[config.mk]
export PLATFORM = sky130hd
export DESIGN_NAME = breaker_flashover_detector
export DESIGN_NICKNAME = d
export VERILOG_FILES = /design/src/flashover_pkg.sv /design/src/tick_divider.sv /design/src/supervision_hold.sv /design/src/breaker_flashover_detector.sv
export SDC_FILE = /design/constraint.sdc
export NUM_CORES = 1
export LEC_CHECK = 0
export BUFFER_PORTS_ARGS = -buffer_cell sky130_fd_sc_hd__buf_2
export CAP_MARGIN = 40
export CORE_AREA = 2 2 247 249
export DETAILED_ROUTE_END_ITERATION = 7
export DIE_AREA = 0 0 249 251
export GPL_ROUTABILITY_DRIVEN = 0
export PLACE_DENSITY_LB_ADDON = 0.25
export SLEW_MARGIN = 20
export SYNTH_ARGS = -nofsm -noshare
export SYNTH_HDL_FRONTEND = slang
export SYNTH_SLANG_ARGS = --single-unit
[constraint.sdc]
create_clock -name ref_clk -period 5.55 [get_ports ref_clk]
set_input_delay 0.2775 -clock ref_clk [delete_from_list [all_inputs] [get_ports ref_clk]]
set_output_delay 0.2775 -clock ref_clk [all_outputs]
set_load 0.005 [all_outputs]
[src/flashover_pkg.sv]
// Constants shared by the breaker flashover detector: register map, field positions,
// reset values and timing counts. Assumes a 25 MHz core clock.
// Functional notes
// - With two sets a phase arms on difference above its pickup, some voltage above pickup and no current.
// - With two sets an armed phase picks up and starts its timer when both sides and the difference drop and current flows.
// - The operate output rises only after pickup has persisted for the programmed delay.
// - Each phase is blocked by its own supervision input and for six power-system cycles after it falls.
// - With two voltage sets no breaker status is needed to arm; the open status is an optional extra condition.
// - Each pole has its own breaker-open status input qualifying its own phase.
// - With two voltage sets live voltage on either side, or both, arms the element.
// - The element works only with phase-to-ground voltages and never operates when delta inputs are configured.
// - Voltages and currents come from the first side; the second side supplies voltages only.
// - The difference pickup is in primary volts, the same scale as the difference of the two sides.
// - Without a second side a phase arms on live voltage, open status and no current, ignoring the difference.
// - Detection resets when current returns to zero, the breaker closes while its status is used, or supervision goes high.
package flashover_pkg;
    localparam int DATA_W = 16;
    localparam int ADDR_W = 3;
    localparam int PHASES = 3;

    // Register offsets (word index)
    localparam logic [ADDR_W-1:0] CTRL_OFS = 3'h0;
    localparam logic [ADDR_W-1:0] VPKP_OFS = 3'h1;
    localparam logic [ADDR_W-1:0] DPKP_OFS = 3'h2;
    localparam logic [ADDR_W-1:0] IPKP_OFS = 3'h3;
    localparam logic [ADDR_W-1:0] DELAY_OFS = 3'h4;
    localparam logic [ADDR_W-1:0] STATE_OFS = 3'h5;
    localparam logic [ADDR_W-1:0] IRQ_STAT_OFS = 3'h6;
    localparam logic [ADDR_W-1:0] IRQ_MASK_OFS = 3'h7;

    // Control field positions
    localparam int CTRL_ENABLE_BIT = 0;
    localparam int CTRL_SIDE2_BIT = 1;
    localparam int CTRL_USE_STATUS_BIT = 2;
    localparam int CTRL_DELTA_BIT = 3;

    // State/interrupt field positions (three bits per group)
    localparam int ARMED_LSB = 0;
    localparam int PICKUP_LSB = 3;
    localparam int OPERATE_LSB = 6;
    localparam int BLOCKED_LSB = 9;

    // Reset values
    localparam logic [DATA_W-1:0] CTRL_RST = 16'h0000;
    localparam logic [DATA_W-1:0] VPKP_RST = 16'h0000;
    localparam logic [DATA_W-1:0] DPKP_RST = 16'h0000;
    localparam logic [DATA_W-1:0] IPKP_RST = 16'h0000;
    localparam logic [DATA_W-1:0] DELAY_RST = 16'h0000;
    localparam logic [DATA_W-1:0] MASK_RST = 16'h0000;

    // Timing
    localparam int CLK_KHZ = 25000;
    localparam int TICK_TIME_US = 1000;
    localparam int TICK_CYCLES = (TICK_TIME_US * CLK_KHZ) / 1000;
    localparam int POWER_CYCLE_MS = 20;
    localparam int SUPV_HOLD_POWER_CYCLES = 6;
    localparam int SUPV_HOLD_TICKS = SUPV_HOLD_POWER_CYCLES * POWER_CYCLE_MS;
    localparam int HOLD_W = 8;
endpackage

[src/tick_divider.sv]
// Millisecond timebase: one-cycle pulse every TICK_CYCLES clocks.
// Assumes a free-running core clock.
`timescale 1ns/1ps
module tick_divider #(
    parameter int TICK_CYCLES = flashover_pkg::TICK_CYCLES
) (
    // Clock and reset
    input wire logic ref_clk,
    input wire logic resetn,
    // Timebase
    output logic tick
);
    logic [31:0] count_q;

    always_ff @(posedge ref_clk or negedge resetn) begin
        if (!resetn) begin
            count_q <= 32'h0000_0000;
            tick <= 1'b0;
        end else if (count_q >= 32'(TICK_CYCLES - 1)) begin
            count_q <= 32'h0000_0000;
            tick <= 1'b1;
        end else begin
            count_q <= count_q + 32'h0000_0001;
            tick <= 1'b0;
        end
    end
endmodule // tick_divider

[src/supervision_hold.sv]
// Per-phase supervision: blocks while the supervision input is high and for a fixed
// number of timebase ticks after it falls. Input is from logic on the same clock.
`timescale 1ns/1ps
module supervision_hold (
    // Clock and reset
    input wire logic ref_clk,
    input wire logic resetn,
    // Timebase and supervision
    input wire logic tick,
    input wire logic supervise,
    // Result
    output logic blocked
);
    logic [flashover_pkg::HOLD_W-1:0] hold_q;

    // Stretched so a trip that just ended cannot let the element pick up on the tail
    always_ff @(posedge ref_clk or negedge resetn) begin
        if (!resetn) begin
            hold_q <= '0;
        end else if (supervise) begin
            hold_q <= flashover_pkg::HOLD_W'(flashover_pkg::SUPV_HOLD_TICKS);
        end else if (tick && hold_q != '0) begin
            hold_q <= hold_q - 1'b1;
        end
    end

    assign blocked = supervise || (hold_q != '0);
endmodule // supervision_hold

[src/breaker_flashover_detector.sv]
// Breaker flashover detector: three phase machines sharing one live-voltage test, a settable operate
// delay, supervision hold, a small register file and a level interrupt.
// Measurements are magnitudes in primary units from logic on the same clock.
`timescale 1ns/1ps
module breaker_flashover_detector #(
    parameter int TICK_CYCLES = flashover_pkg::TICK_CYCLES
) (
    // Clock and reset
    input wire logic ref_clk,
    input wire logic resetn,
    // First side: phase voltages and currents, A in [15:0]
    input wire logic [3*flashover_pkg::DATA_W-1:0] side1_voltage,
    input wire logic [3*flashover_pkg::DATA_W-1:0] side1_current,
    // Second side: phase voltages only
    input wire logic [3*flashover_pkg::DATA_W-1:0] side2_voltage,
    // Per-pole status and supervision, bit 0 is phase A
    input wire logic [2:0] pole_open_status_input,
    input wire logic [2:0] per_phase_supervision_input,
    // Register port
    input wire logic [flashover_pkg::ADDR_W-1:0] reg_addr,
    input wire logic [flashover_pkg::DATA_W-1:0] reg_wdata,
    input wire logic reg_write,
    input wire logic reg_read,
    output logic [flashover_pkg::DATA_W-1:0] reg_rdata,
    // Results
    output logic [2:0] phase_pickup,
    output logic [2:0] phase_operate,
    output logic pickup,
    output logic operate,
    output logic irq
);
    localparam int W = flashover_pkg::DATA_W;

    typedef enum logic [1:0] {
        idle,
        armed,
        picked,
        operated
    } phase_state_type;

    logic [W-1:0] ctrl_q;
    logic [W-1:0] vpkp_q;
    logic [W-1:0] dpkp_q;
    logic [W-1:0] ipkp_q;
    logic [W-1:0] delay_q;
    logic [W-1:0] irq_stat_q;
    logic [W-1:0] irq_mask_q;
    logic [W-1:0] rdata_q;
    logic [2:0] armed_flag;
    logic [2:0] blocked;
    logic [2:0] live;
    logic [2:0] pickup_prev_q;
    logic [2:0] operate_prev_q;
    logic live_any;
    logic tick;
    logic enable;
    logic two_sets;
    logic use_status;
    logic wye_ok;

    function automatic logic [W-1:0] phase_word(input logic [3*W-1:0] bus, input int idx);
        phase_word = bus[idx*W +: W];
    endfunction

    function automatic logic reg_hit(input logic [flashover_pkg::ADDR_W-1:0] a,
                                     input logic [flashover_pkg::ADDR_W-1:0] ofs);
        reg_hit = (a == ofs);
    endfunction

    assign enable = ctrl_q[flashover_pkg::CTRL_ENABLE_BIT];
    assign two_sets = ctrl_q[flashover_pkg::CTRL_SIDE2_BIT];
    assign use_status = ctrl_q[flashover_pkg::CTRL_USE_STATUS_BIT];
    assign wye_ok = !ctrl_q[flashover_pkg::CTRL_DELTA_BIT];

    tick_divider #(
        .TICK_CYCLES(TICK_CYCLES)
    ) u_tick (
        .ref_clk(ref_clk),
        .resetn(resetn),
        .tick(tick)
    );

    // Live voltage on side one, or on either side with two sets, of any phase readies every phase
    assign live_any = |live;

    generate
        for (genvar p = 0; p < 3; p++) begin : g_phase
            phase_state_type state_q;
            logic [W-1:0] v1;
            logic [W-1:0] v2;
            logic [W-1:0] cur;
            logic [W-1:0] diff;
            logic [W-1:0] timer_q;
            logic no_current;
            logic has_current;
            logic pole_open;
            logic arm_ok;
            logic collapse_ok;
            logic reset_cond;

            assign v1 = phase_word(side1_voltage, p);
            assign v2 = phase_word(side2_voltage, p);
            assign cur = phase_word(side1_current, p);
            // Difference in primary volts, compared against a primary-volt setting
            assign diff = (v1 >= v2) ? (v1 - v2) : (v2 - v1);
            assign live[p] = (v1 > vpkp_q) || (two_sets && (v2 > vpkp_q));
            assign no_current = !(cur > ipkp_q);
            assign has_current = cur > ipkp_q;
            assign pole_open = pole_open_status_input[p];

            // Status is mandatory with one set, optional with two
            always_comb begin
                if (two_sets) begin
                    arm_ok = (diff > dpkp_q) && live_any && no_current
                        && (!use_status || pole_open);
                end else begin
                    arm_ok = live_any && pole_open && no_current;
                end
            end

            always_comb begin
                if (two_sets) begin
                    collapse_ok = (v1 < vpkp_q) && (v2 < vpkp_q) && (diff < dpkp_q)
                        && has_current && (!use_status || pole_open);
                end else begin
                    collapse_ok = (v1 < vpkp_q) && has_current && pole_open;
                end
            end

            // Current gone, breaker closed while status is used, or supervised: start over
            assign reset_cond = !enable || blocked[p] || !wye_ok
                || ((use_status || !two_sets) && !pole_open);

            supervision_hold u_supv (
                .ref_clk(ref_clk),
                .resetn(resetn),
                .tick(tick),
                .supervise(per_phase_supervision_input[p]),
                .blocked(blocked[p])
            );

            always_ff @(posedge ref_clk or negedge resetn) begin
                if (!resetn) begin
                    state_q <= idle;
                end else if (reset_cond) begin
                    state_q <= idle;
                end else begin
                    unique case (state_q)
                        idle: begin
                            if (arm_ok) begin
                                state_q <= armed;
                            end
                        end
                        armed: begin
                            if (collapse_ok) begin
                                state_q <= picked;
                            end
                        end
                        picked: begin
                            if (no_current) begin
                                state_q <= idle;
                            end else if (timer_q >= delay_q) begin
                                state_q <= operated;
                            end
                        end
                        operated: begin
                            if (no_current) begin
                                state_q <= idle;
                            end
                        end
                    endcase
                end
            end

            // Delay counted in millisecond ticks; restarts at every new pickup
            always_ff @(posedge ref_clk or negedge resetn) begin
                if (!resetn) begin
                    timer_q <= '0;
                end else if (state_q != picked) begin
                    timer_q <= '0;
                end else if (tick && timer_q != '1) begin
                    timer_q <= timer_q + 1'b1;
                end
            end

            always_ff @(posedge ref_clk or negedge resetn) begin
                if (!resetn) begin
                    armed_flag[p] <= 1'b0;
                    phase_pickup[p] <= 1'b0;
                    phase_operate[p] <= 1'b0;
                end else begin
                    armed_flag[p] <= (state_q == armed);
                    phase_pickup[p] <= (state_q == picked) || (state_q == operated);
                    phase_operate[p] <= (state_q == operated) && wye_ok;
                end
            end
        end
    endgenerate

    // Summary outputs across the three phases
    assign pickup = |phase_pickup;
    assign operate = |phase_operate;

    // Configuration registers
    always_ff @(posedge ref_clk or negedge resetn) begin
        if (!resetn) begin
            ctrl_q <= flashover_pkg::CTRL_RST;
            vpkp_q <= flashover_pkg::VPKP_RST;
            dpkp_q <= flashover_pkg::DPKP_RST;
            ipkp_q <= flashover_pkg::IPKP_RST;
            delay_q <= flashover_pkg::DELAY_RST;
            irq_mask_q <= flashover_pkg::MASK_RST;
        end else if (reg_write) begin
            if (reg_hit(reg_addr, flashover_pkg::CTRL_OFS)) begin
                ctrl_q <= reg_wdata & 16'h000f;
            end
            if (reg_hit(reg_addr, flashover_pkg::VPKP_OFS)) begin
                vpkp_q <= reg_wdata; // Range not checked
            end
            if (reg_hit(reg_addr, flashover_pkg::DPKP_OFS)) begin
                dpkp_q <= reg_wdata;
            end
            if (reg_hit(reg_addr, flashover_pkg::IPKP_OFS)) begin
                ipkp_q <= reg_wdata;
            end
            if (reg_hit(reg_addr, flashover_pkg::DELAY_OFS)) begin
                delay_q <= reg_wdata;
            end
            if (reg_hit(reg_addr, flashover_pkg::IRQ_MASK_OFS)) begin
                irq_mask_q <= reg_wdata & 16'h01f8;
            end
        end
    end

    // Edge history for interrupt events
    always_ff @(posedge ref_clk or negedge resetn) begin
        if (!resetn) begin
            pickup_prev_q <= 3'h0;
            operate_prev_q <= 3'h0;
        end else begin
            pickup_prev_q <= phase_pickup;
            operate_prev_q <= phase_operate;
        end
    end

    logic [W-1:0] set_bits;
    logic [W-1:0] clr_bits;

    always_comb begin
        set_bits = 16'h0000;
        set_bits[flashover_pkg::PICKUP_LSB +: 3] = phase_pickup & ~pickup_prev_q;
        set_bits[flashover_pkg::OPERATE_LSB +: 3] = phase_operate & ~operate_prev_q;
        clr_bits = (reg_write && reg_hit(reg_addr, flashover_pkg::IRQ_STAT_OFS)) ? reg_wdata : 16'h0000;
    end

    // Sticky status, write one to clear; a new event in the clear cycle survives
    always_ff @(posedge ref_clk or negedge resetn) begin
        if (!resetn) begin
            irq_stat_q <= 16'h0000;
        end else begin
            irq_stat_q <= (irq_stat_q & ~clr_bits) | set_bits;
        end
    end

    assign irq = |(irq_stat_q & irq_mask_q);

    // Read data stands for the one cycle after the strobe; zero otherwise
    always_ff @(posedge ref_clk or negedge resetn) begin
        if (!resetn) begin
            rdata_q <= 16'h0000;
        end else if (reg_read) begin
            unique case (reg_addr)
                flashover_pkg::CTRL_OFS: rdata_q <= ctrl_q;
                flashover_pkg::VPKP_OFS: rdata_q <= vpkp_q;
                flashover_pkg::DPKP_OFS: rdata_q <= dpkp_q;
                flashover_pkg::IPKP_OFS: rdata_q <= ipkp_q;
                flashover_pkg::DELAY_OFS: rdata_q <= delay_q;
                flashover_pkg::STATE_OFS: rdata_q <= {4'h0, blocked, phase_operate, phase_pickup, armed_flag};
                flashover_pkg::IRQ_STAT_OFS: rdata_q <= irq_stat_q;
                flashover_pkg::IRQ_MASK_OFS: rdata_q <= irq_mask_q;
            endcase
        end else begin
            rdata_q <= 16'h0000;
        end
    end

    assign reg_rdata = rdata_q;
endmodule // breaker_flashover_detector

==> impl_metrics.py <==
metrics = {
    "run_status": {
        "status": "finished, final reports clean",
    },
    "critical_path": {
        "required_ns": 5.95,
        "slowest_delay_ns": 0.44,
        "arrival_ns": 5.35,
        "worst-path-max-fanout": 14,
        "path_class": "primary input to flop",
        "path_buf_inv": 3,
        "cp-start-kind": "primary input",
        "cp_slowest_cell": "a311oi_1",
        "crit_path_end_kind": "flop",
        "crit_top_cell": "o21ai_0",
        "crit_family": "compound AO/OA/AOI/OAI gates",
        "reg2reg_slack_ns": 1.93,
    },
    "drt": {
        "ant_nets": 0,
        "drt_wl_total_um": 65300,
        "firstDrtPassIters": 8,
        "wl_per_cell_um": 19.9,
        "drtIter0Drc": 1305,
        "via_per_inst": 5.38,
        "drc": 0,
        "vias": 17700,
    },
    "sta": {
        "rsz0062_at_grt": "false",
        "clock_skew_ns": 0.0256,
        "period_share_pct": 89.1,
        "worst_slew_pin_slew_ns": 0.835,
        "setup_viol": 0,
        "whs_ns": 0.0508,
        "slew_headroom_pct": 43.9,
        "finalHoldViolations": 0,
        "layout_min_cycle_time_ns": 4.95,
        "fin_tns_setup_ns": 0,
        "fmax_ghz": 0.202,
        "drv_slew": 0,
    },
    "final_layout": {
        "area_delta_synth_final_pct": 14.5,
        "final_net_count": 3006,
        "drive_above_1_share_pct": 13.8,
        "final_cells": 3288,
        "multiInputGateArea_um2": 13300,
        "seq_area_um2": 5810,
        "fillers": 6067,
    },
    "clocking": {
        "tritoncts.num_buffers": 27,
        "cts.path.max_buffers": 3,
        "htree_levels": 1,
        "clock-sinks": 232,
        "clkSlewWorstSetupHoldPaths_ns": 0.06,
        "cts-root-buf": "clkbuf_16",
        "post_cts_resize_count": 0,
        "tritoncts": "done",
        "clock_latency_ns": 0.54,
    },
    "power_and_ir_drop": {
        "p_int_mw": 3.93,
        "p_comb_share_pct": 38.5,
        "power_density_nw_per_um2": 269,
        "ir_worst_vdd_mv": 0.209,
        "p_switching_mw": 2.26,
        "switching_share_pct": 36.6,
        "pwr-share-clk_pct": 29.5,
        "power_leakage_nw": 11.3,
        "seqPwrFrac_pct": 32.0,
    },
    "worst_hold_path": {
        "min_path_type": "primary input to flop",
    },
    "yosys": {
        "synth_warnings": 0,
        "synth_area_um2": 20100,
        "async_reset_ff_share_pct": 100,
        "yosys.area.top_type": "dfrtp_1",
        "yosysMostFrequentCell": "ha_1",
        "syn_inst": 2287,
        "synth_common_cells": "341 x ha_1, 232 x dfrtp_1, 204 x inv_1",
        "ys.flop_type": "dfrtp_1",
        "synth_edf_count": 0,
        "ys_seq_elements": 232,
        "synth_cell_types": 87,
        "synth_area_leaders": "dfrtp_1 29%, ha_1 21%, a21o_1 3.9%",
        "synth-seq-area-share_pct": 28.8,
        "synth.avg_cell_area_um2": 8.80,
        "yosysTopAreaCellShare_pct": 28.8,
    },
    "global_route": {
        "grt_pass1_vias": 17200,
        "grt.overflow.total": 0,
        "grt_first_pass_wirelength_um": 101000,
        "grt_usage_pct": 20.5,
        "grt_max_degree": 101,
        "antenna_found_initial": 6,
    },
    "floorplan": {
        "io_pins": 198,
        "start_util_pct": 33.7,
        "core_area_um2": 59800,
        "die-height_um": 251,
        "rows": 90,
        "die_area_um2": 62500,
        "die_w_um": 249,
    },
    "placement": {
        "place.port_buffers": 197,
        "placedCellCount": 3237,
        "post-dp-hpwl_um": 51800,
    },
    "job": {
        "cap_violations": 0,
    },
}
## cell type report
class / instances / share of cell area [%]
sequential: 232 / 25.2
antenna: 1 / 0.0109
tap: 782 / 4.25
clock inverter: 13 / 0.728
clock buffer: 35 / 3.19
timing repair buffer: 228 / 5.49
inverter: 204 / 3.32
multi-input combinational: 1793 / 57.8
## final timing paths
| check | startpoint | end | depth (start not counted) |
|---|---|---|---|
| worst max-delay path | side1_voltage[16] | g_phase[1].state_q[0]$_DFFE_PN0P_ | 25 |
| worst min register to register | pickup_prev_q[1]$_DFF_PN0_ | irq_stat_q[4]$_DFF_PN0_ | 1 |
| max in group asynchronous | resetn | vpkp_q[9]$_DFFE_PN0P_ | 4 |
| worst min-delay path | per_phase_supervision_input[1] | g_phase[1].u_supv.hold_q[7]$_DFFE_PN0P_ | 2 |
| min in group asynchronous | resetn | u_tick.count_q[19]$_DFF_PN0_ | 2 |
| worst max register to register | vpkp_q[1]$_DFFE_PN0P_ | g_phase[1].state_q[0]$_DFFE_PN0P_ | 14 |
## placed cells by master (no fill, tap or decap), types with 15 or more instances in the layout
cell type / n
and3_1: 28
mux2_2: 41
nand4_1: 59
clkbuf_16: 27
a21o_1: 104
nand2b_1: 33
or3_1: 16
a211oi_1: 23
a31oi_1: 15
inv_1: 204
xor2_1: 52
nor3_1: 29
a21oi_1: 154
dfrtp_1: 232
nand3_1: 57
buf_2: 197
o21ai_0: 145
buf_4: 26
nor2b_1: 32
o21a_1: 26
mux2i_1: 34
ha_1: 341
conb_1: 17
nor2_1: 154
nand2_1: 166
xnor2_1: 51
## metal layers
metal	routed length, um	up-vias	share of wire (%)	track usage, %
met5	64	-	0.098	0
met4	2460	10	3.8	7.26
met3	3390	118	5.2	2.28
met2	30100	493	46	33.9
met1	29300	8530	45	27.6
li1	-	8547	-	-
## cell families after synthesis
family | count (synthesis) | share of synthesized area, %
other | 1 | 0.0186
AND/OR/NAND/NOR | 650 | 16.1
adder cells (fa/ha/maj) | 347 | 21.8
buffers and inverters | 278 | 5.41
flip-flops | 232 | 28.8
XOR/XNOR | 103 | 4.48
AO/OA/AOI/OAI | 598 | 19.1
multiplexers | 78 | 4.28
## registers in the layout, indices dropped and copies added, names as in the netlist
signal and flops:
g_phase.u_supv.hold_q 24, g_phase.state_q 6, phase_pickup 3, u_tick.count_q 32
irq_stat_q 16, armed_flag 3, operate_prev_q 3, g_phase.timer_q 48
vpkp_q 16, phase_operate 3, pickup_prev_q 3, reg_rdata 16
ctrl_q 4, ipkp_q 16, u_tick.tick 1, dpkp_q 16
irq_mask_q 6, delay_q 16
## timing repair
item / 4_1_cts / 5_1_grt
endpoints found under the setup margin: 0 / 0
hold endpoints to repair: 102 / 0
buffers inserted: 0 / 0
hold buffers: 2 / 0
## per-stage QoR
stage / worst slack, ns / utilization, % / area [um^2] / total power, mW
detailed placement: 0.167 / 37.0 / 22100 / 4.38
CTS: 0.689 / 38.5 / 23000 / 6.23
finish: 0.604 / 38.5 / 23000 / 6.19
global placement: 0.351 / 36.9 / 22000 / 4.28
global route: 0.223 / 38.5 / 23000 / 6.62
floorplan: 1.14 / - / 20200 / 3.50
## power groups by stage
| stage | registers [mW] | logic [mW] | clock network, mW |
|---|---|---|---|
| 3_5_place_dp | 2.01 | 2.37 | 0 |
| 3_3_place_gp | 2.01 | 2.28 | 0 |
| 2_1_floorplan | 1.95 | 1.55 | 0 |
| 5_1_grt | 2.00 | 2.68 | 1.94 |
| 6_report | 1.98 | 2.39 | 1.83 |
| 4_1_cts | 1.98 | 2.39 | 1.87 |
Power figures use the tool's default switching activity.
